<file path="config.mk">
export PLATFORM = sky130hd
export DESIGN_NAME = fifo_host_ctl
export DESIGN_NICKNAME = d
export VERILOG_FILES = /design/src/hdl/fifo_ctl_pkg.sv /design/src/hdl/fifo_host_ctl.sv
export SDC_FILE = /design/constraint.sdc
export NUM_CORES = 1
export LEC_CHECK = 0
export ABC_CLOCK_PERIOD_IN_PS = 3900
export BUFFER_PORTS_ARGS = -buffer_cell sky130_fd_sc_hd__buf_2
export CORE_ASPECT_RATIO = 1.4
export CORE_MARGIN = 5
export CORE_UTILIZATION = 33
export CTS_CLUSTER_SIZE = 20
export DETAILED_ROUTE_END_ITERATION = 7
export MAX_ROUTING_LAYER = met4
export PLACE_DENSITY = 0.62
export SYNTH_ARGS = -nofsm -noshare
export SYNTH_HDL_FRONTEND = slang
export SYNTH_SLANG_ARGS = --single-unit
</file>
<file path="constraint.sdc">
create_clock -name hclk -period 3.9 [get_ports hclk]
set_clock_uncertainty 0.05 [all_clocks]
set_input_delay 0.585 -clock hclk [delete_from_list [all_inputs] [get_ports hclk]]
set_output_delay 0.585 -clock hclk [all_outputs]
set_load 0.02 [all_outputs]
</file>
<file path="src/hdl/fifo_ctl_pkg.sv">
// package: register map, pin carriers, timing counts for the strobe fifo controller
package fifo_ctl_pkg;
  // ------------------------------------------------------------
  // register map (byte addresses)
  // ------------------------------------------------------------
  localparam logic [7:0] ctrl_off   = 8'h00;
  localparam logic [7:0] wdata_off  = 8'h04;
  localparam logic [7:0] rdata_off  = 8'h08;
  localparam logic [7:0] status_off = 8'h0c;
  localparam logic [7:0] level_off  = 8'h10;
  // ctrl fields
  localparam int ctrl_reset_bit  = 0;  // write 1: run a reset cycle
  localparam int ctrl_depth_bit  = 1;  // depth-chain mode
  localparam int ctrl_first_bit  = 2;  // this part is first in chain
  localparam int ctrl_rewind_bit = 3;  // write 1: rewind pulse, single/width mode only; reset bit wins
  // status fields
  localparam int st_busy_bit  = 0;
  localparam int st_empty_bit = 1;
  localparam int st_full_bit  = 2;
  localparam int st_half_bit  = 3;
  localparam int st_rvld_bit  = 4;
  localparam int st_drop_bit  = 5;
  // ------------------------------------------------------------
  // device figures and timing
  // ------------------------------------------------------------
  localparam int depth_words = 2048;
  localparam int clk_mhz     = 50;
  localparam int clk_ns      = 1000 / clk_mhz;
  localparam int strobe_ns   = 200;  // pulse width, slowest grade
  localparam int recov_ns    = 35;
  localparam int rst_setup_ns = 180;
  localparam int acc_ns      = 200;
  localparam int strobe_cyc  = (strobe_ns + clk_ns - 1) / clk_ns;
  localparam int recov_cyc   = (recov_ns + clk_ns - 1) / clk_ns;
  localparam int rst_cyc     = (rst_setup_ns + strobe_ns + clk_ns - 1) / clk_ns;
  localparam int acc_cyc     = (acc_ns + clk_ns - 1) / clk_ns;
  // ------------------------------------------------------------
  // pin carriers
  // ------------------------------------------------------------
  typedef struct packed {
    logic write_n;
    logic read_n;
    logic reset_n;
    logic first_load_n;   // doubles as rewind_pulse_n outside reset in single/width mode
    logic expansion_in_n; // held low at reset for single mode
  } fifo_ctl_pins_t;
  typedef struct packed {
    logic empty_flag_n;
    logic full_flag_n;
    logic half_level_flag_n;
  } fifo_flag_pins_t;
  typedef enum logic [5:0] {
    st_idle  = 6'b000001,
    st_rst   = 6'b000010,
    st_wr    = 6'b000100,
    st_rd    = 6'b001000,
    st_rew   = 6'b010000,
    st_rec   = 6'b100000
  } seq_state_t;
endpackage

</file>
<file path="src/hdl/fifo_host_ctl.sv">
// ahb-lite controller driving a strobe fifo (or width/depth group) through its pins
`timescale 1ns/1ns
`default_nettype none
module fifo_host_ctl #(
  parameter int data_w = 9,
  parameter int chain_n = 2
) (
  input  wire logic                           hclk,
  input  wire logic                           hresetn,
  input  wire logic                           hsel,
  input  wire logic [31:0]                    haddr,
  input  wire logic [1:0]                     htrans,
  input  wire logic                           hwrite,
  input  wire logic [2:0]                     hsize,
  input  wire logic [31:0]                    hwdata,
  input  wire logic                           hready,
  output logic      [31:0]                    hrdata,
  output logic                                hreadyout,
  output logic                                hresp,
  output fifo_ctl_pkg::fifo_ctl_pins_t        pins,
  output logic      [data_w-1:0]              fifo_d,
  input  wire logic [data_w-1:0]              fifo_q,
  input  wire fifo_ctl_pkg::fifo_flag_pins_t [chain_n-1:0] flags
);
  // ------------------------------------------------------------
  // composite flags
  // ------------------------------------------------------------
  logic [chain_n-1:0] ef_v;
  logic [chain_n-1:0] ff_v;
  for (genvar g = 0; g < chain_n; g++) begin : g_flag
    assign ef_v[g] = flags[g].empty_flag_n;
    assign ff_v[g] = flags[g].full_flag_n;
  end
  logic depth_q;
  logic first_q;
  logic any_empty_n;
  logic any_full_n;
  logic empty_n;
  logic full_n;
  logic half_low;
  // single/width mode: flags of part 0 stand for the group
  assign any_empty_n = depth_q ? (|ef_v) : ef_v[0];
  assign any_full_n  = depth_q ? (|ff_v) : ff_v[0];
  assign empty_n     = any_empty_n;
  assign full_n      = any_full_n;
  assign half_low    = !depth_q && !flags[0].half_level_flag_n;

  // ------------------------------------------------------------
  // bus slave
  // ------------------------------------------------------------
  logic        ph_q;
  logic        ph_wr_q;
  logic [7:0]  ph_a_q;
  logic        take;
  fifo_ctl_pkg::seq_state_t st_q;
  logic        busy;
  logic        rvld_q;
  logic        drop_q;
  logic        inited_q;
  logic [data_w-1:0] rbuf_q;
  logic [11:0] level_q;
  logic [8:0]  cnt_q;
  logic        go_rst;
  logic        go_wr;
  logic        go_rd;
  logic        go_rew;
  assign busy = (st_q != fifo_ctl_pkg::st_idle);
  assign take = hsel && hready && htrans[1];
  // transfers that may run a pin cycle; a refused one ends after one wait state
  logic active;
  logic seq_end;
  logic act;
  assign active  = hwrite ? (haddr[7:0] == fifo_ctl_pkg::ctrl_off ||
                             haddr[7:0] == fifo_ctl_pkg::wdata_off) :
                            (haddr[7:0] == fifo_ctl_pkg::rdata_off);
  // the waiting data phase owns the sequence, so its end releases hready
  assign seq_end = (st_q == fifo_ctl_pkg::st_rec) &&
                   (cnt_q == 9'(fifo_ctl_pkg::recov_cyc - 1));

  // address phase capture
  always_ff @(posedge hclk or negedge hresetn) begin
    if (!hresetn) begin
      ph_q    <= 1'b0;
      ph_wr_q <= 1'b0;
      ph_a_q  <= 8'h00;
    end else if (hreadyout) begin
      ph_q    <= take;
      ph_wr_q <= hwrite;
      ph_a_q  <= haddr[7:0];
    end
  end

  // hready and response, registered
  always_ff @(posedge hclk or negedge hresetn) begin
    if (!hresetn) begin
      hreadyout <= 1'b1;
      hresp     <= 1'b0;
    end else begin
      // holding the bus through the pin cycle keeps a second command from being lost
      if (hreadyout) begin
        hreadyout <= !(take && active);
      end else begin
        hreadyout <= (act && !(go_rst || go_wr || go_rd || go_rew)) || seq_end;
      end
      hresp     <= 1'b0;
    end
  end

  // commands decoded in data phase once idle
  assign act = ph_q && !hreadyout && !busy;
  assign go_rst = act && ph_wr_q && ph_a_q == fifo_ctl_pkg::ctrl_off &&
                  hwdata[fifo_ctl_pkg::ctrl_reset_bit];
  assign go_rew = act && ph_wr_q && ph_a_q == fifo_ctl_pkg::ctrl_off && !go_rst &&
                  hwdata[fifo_ctl_pkg::ctrl_rewind_bit] && !depth_q;
  // write only when full inactive and after reset
  assign go_wr  = act && ph_wr_q && ph_a_q == fifo_ctl_pkg::wdata_off && full_n && inited_q;
  assign go_rd  = act && !ph_wr_q && ph_a_q == fifo_ctl_pkg::rdata_off && empty_n;

  // read data mux
  always_ff @(posedge hclk or negedge hresetn) begin
    if (!hresetn) begin
      hrdata <= 32'h0000_0000;
    end else if (take && hreadyout && !hwrite) begin
      if (haddr[7:0] == fifo_ctl_pkg::ctrl_off) begin
        hrdata <= {29'h0, first_q, depth_q, 1'b0};
      end else if (haddr[7:0] == fifo_ctl_pkg::status_off) begin
        hrdata <= {26'h0, drop_q, rvld_q, half_low, !full_n, !empty_n, busy};
      end else if (haddr[7:0] == fifo_ctl_pkg::level_off) begin
        hrdata <= {20'h0, level_q};
      end else begin
        hrdata <= 32'h0000_0000;
      end
    end else if (ph_q && !ph_wr_q && ph_a_q == fifo_ctl_pkg::rdata_off && st_q == fifo_ctl_pkg::st_rec) begin
      hrdata <= {{(32-data_w){1'b0}}, rbuf_q};
    end else if (ph_q && !ph_wr_q && ph_a_q == fifo_ctl_pkg::rdata_off && act && !empty_n) begin
      hrdata <= 32'h0000_0000; // empty: read answers zero
    end
  end

  // mode bits
  always_ff @(posedge hclk or negedge hresetn) begin
    if (!hresetn) begin
      depth_q <= 1'b0;
      first_q <= 1'b1;
    end else if (act && ph_wr_q && ph_a_q == fifo_ctl_pkg::ctrl_off) begin
      depth_q <= hwdata[fifo_ctl_pkg::ctrl_depth_bit];
      first_q <= hwdata[fifo_ctl_pkg::ctrl_first_bit];
    end
  end

  // ------------------------------------------------------------
  // pin sequencer
  // ------------------------------------------------------------
  always_ff @(posedge hclk or negedge hresetn) begin
    if (!hresetn) begin
      st_q  <= fifo_ctl_pkg::st_idle;
      cnt_q <= 9'h000;
      pins  <= '{write_n: 1'b1, read_n: 1'b1, reset_n: 1'b1,
                 first_load_n: 1'b1, expansion_in_n: 1'b1};
      fifo_d <= '0;
      rbuf_q <= '0;
    end else begin
      case (st_q)
        fifo_ctl_pkg::st_idle: begin
          cnt_q <= 9'h000;
          if (go_rst) begin
            st_q <= fifo_ctl_pkg::st_rst;
            pins.reset_n <= 1'b0;
            pins.expansion_in_n <= hwdata[fifo_ctl_pkg::ctrl_depth_bit];
            // first part of a depth chain low during reset; other parts and single/width mode high
            pins.first_load_n <= !(hwdata[fifo_ctl_pkg::ctrl_depth_bit] &&
                                   hwdata[fifo_ctl_pkg::ctrl_first_bit]);
          end else if (go_wr) begin
            st_q <= fifo_ctl_pkg::st_wr;
            fifo_d <= hwdata[data_w-1:0];
            pins.write_n <= 1'b0;
          end else if (go_rd) begin
            st_q <= fifo_ctl_pkg::st_rd;
            pins.read_n <= 1'b0;
          end else if (go_rew) begin
            st_q <= fifo_ctl_pkg::st_rew;
            pins.first_load_n <= 1'b0;
          end
        end
        fifo_ctl_pkg::st_rst: begin
          cnt_q <= cnt_q + 9'd1;
          if (cnt_q == 9'(fifo_ctl_pkg::rst_cyc - 1)) begin
            pins.reset_n <= 1'b1;
            st_q <= fifo_ctl_pkg::st_rec;
            cnt_q <= 9'h000;
          end
        end
        fifo_ctl_pkg::st_wr, fifo_ctl_pkg::st_rd, fifo_ctl_pkg::st_rew: begin
          cnt_q <= cnt_q + 9'd1;
          if (cnt_q == 9'(fifo_ctl_pkg::acc_cyc - 1) && st_q == fifo_ctl_pkg::st_rd) begin
            rbuf_q <= fifo_q;
          end
          if (cnt_q == 9'(fifo_ctl_pkg::strobe_cyc - 1)) begin
            pins.write_n <= 1'b1;
            pins.read_n  <= 1'b1;
            pins.first_load_n <= depth_q ? !first_q : 1'b1;
            st_q  <= fifo_ctl_pkg::st_rec;
            cnt_q <= 9'h000;
          end
        end
        fifo_ctl_pkg::st_rec: begin
          cnt_q <= cnt_q + 9'd1;
          if (cnt_q == 9'(fifo_ctl_pkg::recov_cyc - 1)) begin
            pins.expansion_in_n <= 1'b1;
            st_q <= fifo_ctl_pkg::st_idle;
          end
        end
        default: st_q <= fifo_ctl_pkg::st_idle;
      endcase
    end
  end

  // status bookkeeping; a new drop wins over the clear by reset
  always_ff @(posedge hclk or negedge hresetn) begin
    if (!hresetn) begin
      inited_q <= 1'b0;
      drop_q   <= 1'b0;
      rvld_q   <= 1'b0;
      level_q  <= 12'h000;
    end else begin
      if (go_rst) begin
        inited_q <= 1'b1;
        level_q  <= 12'h000;
        rvld_q   <= 1'b0;
      end else if (go_wr) begin
        level_q <= level_q + 12'd1;
      end else if (go_rd) begin
        level_q <= level_q - 12'd1;
        rvld_q  <= 1'b1;
      end
      if (act && ph_wr_q && ph_a_q == fifo_ctl_pkg::wdata_off && !(full_n && inited_q)) begin
        drop_q <= 1'b1;
      end else if (go_rst) begin
        drop_q <= 1'b0;
      end
    end
  end
endmodule
`default_nettype wire

</file>
==> After elaboration in Yosys (flattened, before gate mapping) <==
Index checks and enable logic that the tools add are counted.
{ "word_totals": {"reg_bits": 98, "output_inout_bits": 48, "wordCells": 172} }
{ "op_classes": {"add_sub_neg": 3, "eq_ne": 29, "mux": 47, "bitwise": 1, "n_reduce_logical": 72} }
{ "ops": {"columns": ["cell", "count"], "rows": [
  ["32-bit two-way mux", 4],
  ["12-bit two-way mux", 5],
  ["6-bit two-way mux", 7],
  ["9-bit case mux with 4 select lines", 1],
  ["1-bit logical AND", 31],
  ["8-bit by 4-bit equality test with 1-bit output (second input constant)", 3],
  ["6-bit case mux with 4 select lines", 1],
  ["1-bit two-way mux", 21],
  ["9-bit two-way mux", 2],
  ["8-bit by 3-bit equality test with 1-bit output (second input constant)", 2],
  ["8-bit zero test", 2],
  ["2-bit inequality test (second input constant)", 8],
  ["1-bit zero test", 14],
  ["12-bit by 1-bit adder with 12-bit output (second input constant)", 1],
  ["12-bit by 1-bit subtractor with 12-bit output (second input constant)", 1],
  ["5-bit AND reduction", 2],
  ["2-bit nonzero test", 5],
  ["9-bit by 1-bit adder with 9-bit output (second input constant)", 1],
  ["9-bit by 1-bit equality test with 1-bit output (second input constant)", 1],
  ["9-bit by 4-bit equality test with 1-bit output (second input constant)", 1],
  ["9-bit by 5-bit equality test with 1-bit output (second input constant)", 1],
  ["3-bit inequality test (second input constant)", 3],
  ["3-bit AND reduction", 3],
  ["8-bit by 5-bit equality test with 1-bit output (second input constant)", 1],
  ["other kinds (20)", 31]
]} }

==> Longest topological paths before layout <==
{ "logic_depth": {"ltp_word": 15, "depth_mapped": 13, "depth_no_buf": 12} }

==> Worst setup path before layout <==
OpenSTA, ideal clock, no wires.
{ "synth_path": {"path_kind": "flip-flop to flip-flop", "start": "reg ph_a_q[1]", "end": "reg level_q[11]", "t_arrival_ns": 3.256, "slack_ns": 0.467, "path_stages_with_launch": 14, "n_path_buf": 1, "cell_sequence": "dfrtp_1 > nor4_4 > nand4b_2 > nor3_2 > buf_2 > inv_1 > ha_1 > a211oi_2 > o21ai_1 > a2111oi_2 > nor3_1 > nor2_1 > mux2i_1 > a31oi_1"} }
{ "synth_via": {"elab_chain_len": 6, "word_cells_on_any_way": 13, "cone_classes": "2 x eq/ne; 2 x mux; 9 x reduce/logical"} }
{ "synth_lines": {"columns": ["element", "line", "rtl"], "rows": [
  ["from (decl)", "fifo_host_ctl.sv:53", "logic [7:0] ph_a_q;"],
  ["from (signal assigned)", "fifo_host_ctl.sv:89", "ph_a_q <= haddr[7:0];"],
  ["8-bit by 3-bit equality test with 1-bit output", "fifo_host_ctl.sv:116", "assign go_wr = act && ph_wr_q && ph_a_q == fifo_ctl_pkg::wdata_off && full_n && inited_q;"],
  ["1-bit logical AND (3 in a row)", "fifo_host_ctl.sv:116", null],
  ["12-bit two-way mux", "fifo_host_ctl.sv:230", "end else if (go_wr) begin"],
  ["12-bit two-way mux", "fifo_host_ctl.sv:226", "if (go_rst) begin"],
  ["to (signal assigned)", "fifo_host_ctl.sv:231", "level_q <= level_q + 12'd1;"],
  ["to (signal assigned)", "fifo_host_ctl.sv:233", "level_q <= level_q - 12'd1;"],
  ["to (decl)", "fifo_host_ctl.sv:61", "logic [11:0] level_q;"]
]} }
Several ways; a longest one is shown, not always the timed one.
A chain may end at the register's enable or synchronous reset.

==> Final worst setup path <==
{ "layout_path": {"start": "reg st_q[3]", "end": "reg level_q[11]"} }
{ "layout_via": {"elab_chain_len": 9, "word_cells_on_any_way": 15, "cone_classes": "1 x eq/ne; 2 x mux; 12 x reduce/logical"} }
{ "layout_lines": {"columns": ["element", "line", "rtl"], "rows": [
  ["from (decl)", "fifo_host_ctl.sv:55", "fifo_ctl_pkg::seq_state_t st_q;"],
  ["from (signal assigned)", "fifo_host_ctl.sv:156", "st_q <= fifo_ctl_pkg::st_idle;"],
  ["from (signal assigned)", "fifo_host_ctl.sv:167", "st_q <= fifo_ctl_pkg::st_rst;"],
  ["from (signal assigned)", "fifo_host_ctl.sv:174", "st_q <= fifo_ctl_pkg::st_wr;"],
  ["6-bit by 1-bit inequality test with 1-bit output *", "fifo_host_ctl.sv:67", "assign busy = (st_q != fifo_ctl_pkg::st_idle);"],
  ["1-bit zero test *", "fifo_host_ctl.sv:110", "assign act = ph_q && !hreadyout && !busy;"],
  ["1-bit logical AND *", "fifo_host_ctl.sv:110", null],
  ["1-bit logical AND", "fifo_host_ctl.sv:111, fifo_host_ctl.sv:116", null],
  ["1-bit logical AND (3 in a row)", "fifo_host_ctl.sv:116", null],
  ["12-bit two-way mux", "fifo_host_ctl.sv:230", null],
  ["12-bit two-way mux", "fifo_host_ctl.sv:226", null]
]} }
Every way passes the cells marked *; elsewhere a longest branch is shown, timed or not.

==> results.sh <==
export IMPL_path_max_fanout=10
export IMPL_io_pins=137
export IMPL_initial_core_util_pct=33.6
export IMPL_clk_pin_slew_ps=60
export IMPL_p_clk_share_pct=39.6
export IMPL_final_cell_mix="70 x dfrtp_1, 62 x buf_2, 33 x nor2_1"
export IMPL_synth_seq_cells=78
export IMPL_grt_max_degree=79
export IMPL_startpoint_type="flop"
export IMPL_setup_violations=0
export IMPL_hpwl_um=7720
export IMPL_required_ps=4060
export IMPL_antenna_left=0
export IMPL_drive_gt1_share_pct=29.8
export IMPL_max_slew_margin_pct=33.8
export IMPL_swShare_pct=29.6
export IMPL_vias=3359
export IMPL_final_area_sq_um=5020
export IMPL_fp_coreArea_sq_um=12800
export IMPL_avgSynthCellArea_sq_um=10.6
export IMPL_drtPass1Iterations=5
export IMPL_cts_resized=0
export IMPL_htree_levels=3
export IMPL_power_frac_comb_pct=18.5
export IMPL_cts_hold_buf=0
export IMPL_avgViaCountPerCell=5.28
export IMPL_drc=0
export IMPL_tightest_slew_ps=993
export IMPL_synthArstFlopShare_pct=100
export IMPL_p_switching_uw=643
export IMPL_die_h_um=145
export IMPL_ys_warn_count=0
export IMPL_maxCapViolCount=0
export IMPL_peakVddDrop_v=0.000283
export IMPL_fin_setup_tns_ps=0
export IMPL_arrival_ps=3600
export IMPL_clock_fmax_mhz=291
export IMPL_crit_path_end_kind="flop"
export IMPL_rsz0062_at_grt="false"
export IMPL_criticalPathCategory="flop to flop"
export IMPL_syn_area_sq_um=4310
export IMPL_clock_path_buffers=2
export IMPL_min_period_ps=3440
export IMPL_status="completed"
export IMPL_grt_first_pass_wirelength_um=17200
export IMPL_synthTopCellsByArea="dfrtp_1 41%, mux2_2 7.6%, dfstp_2 4.9%, ha_1 3.8%, buf_4 3.7%"
export IMPL_n_antenna_cell=0
export IMPL_cts_buffers=9
export IMPL_track_usage_pct=14.2
export IMPL_yosysUniqueCellTypes=71
export IMPL_dieArea_sq_um=15500
export IMPL_cts_setup_buffers=0
export IMPL_rows=49
export IMPL_antenna_found_initial=0
export IMPL_ys_seq_area_share_pct=45.6
export IMPL_fp_dieW_um=107
export IMPL_layout_commonest_cell="dfrtp_1"
export IMPL_power_density_nw_per_um2=432
export IMPL_synthToLayoutAreaGrowth_pct=16.7
export IMPL_synth_cells=408
export IMPL_r2r_cells=12
export IMPL_fin_nets=581
export IMPL_intPower_mw=1.53
export IMPL_cts_tree="yes"
export IMPL_wl_um=10200
export IMPL_drt_iter0_drc=103
export IMPL_grt_pass1_vias=3517
export IMPL_maxSlewViolCount=0
export IMPL_period_share_pct=88.1
export IMPL_synth_top_cell_by_area="dfrtp_1"
export IMPL_clk_insertion_delay_late_ps=330
export IMPL_leakage_nw=2.42
export IMPL_synth_edf_count=0
export IMPL_placed_cell_area_sq_um=4710
export IMPL_grt_overflow=0
export IMPL_root_buffer="clkbuf_16"
export IMPL_seq_power_share_pct=41.9
export IMPL_hp_class="input pin to asynchronous set/reset pin"
export IMPL_cts_sinks=78
export IMPL_wl_per_cell_um=16.1
export IMPL_routabilityCongestion=0.873
export IMPL_synth_ff_type="dfrtp_1"
export IMPL_io_buffers=63
export IMPL_p_total_mw=2.17
export IMPL_synth_top_area_share_pct=40.7
export IMPL_finalHoldViolCount=0
cell families (layout without fill, tap and decap cells):
group	count (synthesis)	after routing	synth area share [%]
buffers and inverters	43	98	5.99
xor gates and xnor gates	9	9	1.83
and+or+nand+nor	127	127	16.9
muxes	31	31	8.08
other	1	21	0.0871
DFF	78	78	45.6
adders and majority gates	14	14	4.24
AOI/OAI and AO/OA	105	105	17.3
worst paths after layout:
path,start,slack [ps],end
max,st_q[3],460,level_q[11]
min in group hclk,hwdata[8],430,fifo_d[8]
min,hresetn,340,fifo_d[7]
min reg2reg,hrdata[8],440,hrdata[8]
max reg2reg,st_q[3],460,level_q[11]
max in group asynchronous,hresetn,2800,level_q[7]
worst max-delay path, stage by stage, from the launching register on:
cell       delay [ps]
dfrtp_1           450
nor3_2            310
nand4_2           230
nor3_2            240
inv_1             220
ha_1              390
o21ai_0           230
o21ai_1           140
a2111oi_2         440
nor3_1            130
nor2_1            190
mux2i_1           200
a31oi_1            90
sequential cells by signal, summed over array words and instances, names as in the netlist:
signal     count
ph_a_q         8
cnt_q          9
ph_q           1
pins           5
rbuf_q         9
st_q           6
depth_q        1
rvld_q         1
drop_q         1
inited_q       1
hreadyout      1
first_q        1
hrdata        12
fifo_d         9
level_q       12
ph_wr_q        1
final cells by class:
cell class	instances	area, sq um
Multi-Input combinational cell	307	2160
Clock inverter	5	56.3
Sequential cell	78	1960
Timing Repair Buffer	66	340
Fill cell	1263	7790
Clock buffer	11	253
Tap cell	153	191
Inverter	16	60.1
metrics by stage:
step	hold slack, ps	setup WS, ps	instances	util (%)
3_3_place_gp	426	498	620	36.8
2_1_floorplan	239	467	428	-
3_5_place_dp	433	471	620	36.8
5_1_grt	416	94.5	636	39.2
4_1_cts	404	430	636	39.2
6_report	343	463	636	39.2
power by group through the flow:
| stage | Sequential, mW | Clock (mW) | Combinational (mW) |
|---|---|---|---|
| floorplan | 0.925 | 0 | 0.292 |
| global route | 0.917 | 0.926 | 0.449 |
| CTS | 0.911 | 0.889 | 0.404 |
| global placement | 0.920 | 0 | 0.389 |
| finish | 0.911 | 0.860 | 0.401 |
| detailed placement | 0.924 | 0 | 0.400 |
layer usage:
| metal | vias up | part of all wire (%) | routed length (um) | track usage [%] |
|---|---|---|---|---|
| met3 | 7 | 5.2 | 533 | 2.58 |
| met2 | 98 | 49 | 5060 | 23.4 |
| met4 | 0 | 1.2 | 124 | 4.54 |
| met5 | - | 0 | 0 | - |
| li1 | 1600 | - | - | - |
| met1 | 1654 | 44 | 4510 | 17.5 |
cell usage after synthesis, drive strengths merged (6+ instances only):
cell / count
inv: 16
nand2: 30
o21ai: 24
ha: 13
nor3: 13
dfrtp: 70
and3: 6
nor2: 36
nand3: 9
dfstp: 8
buf: 26
a21o: 11
xor2: 7
mux2: 30
a21oi: 23
No activity file was read; power rests on OpenSTA's default activity.
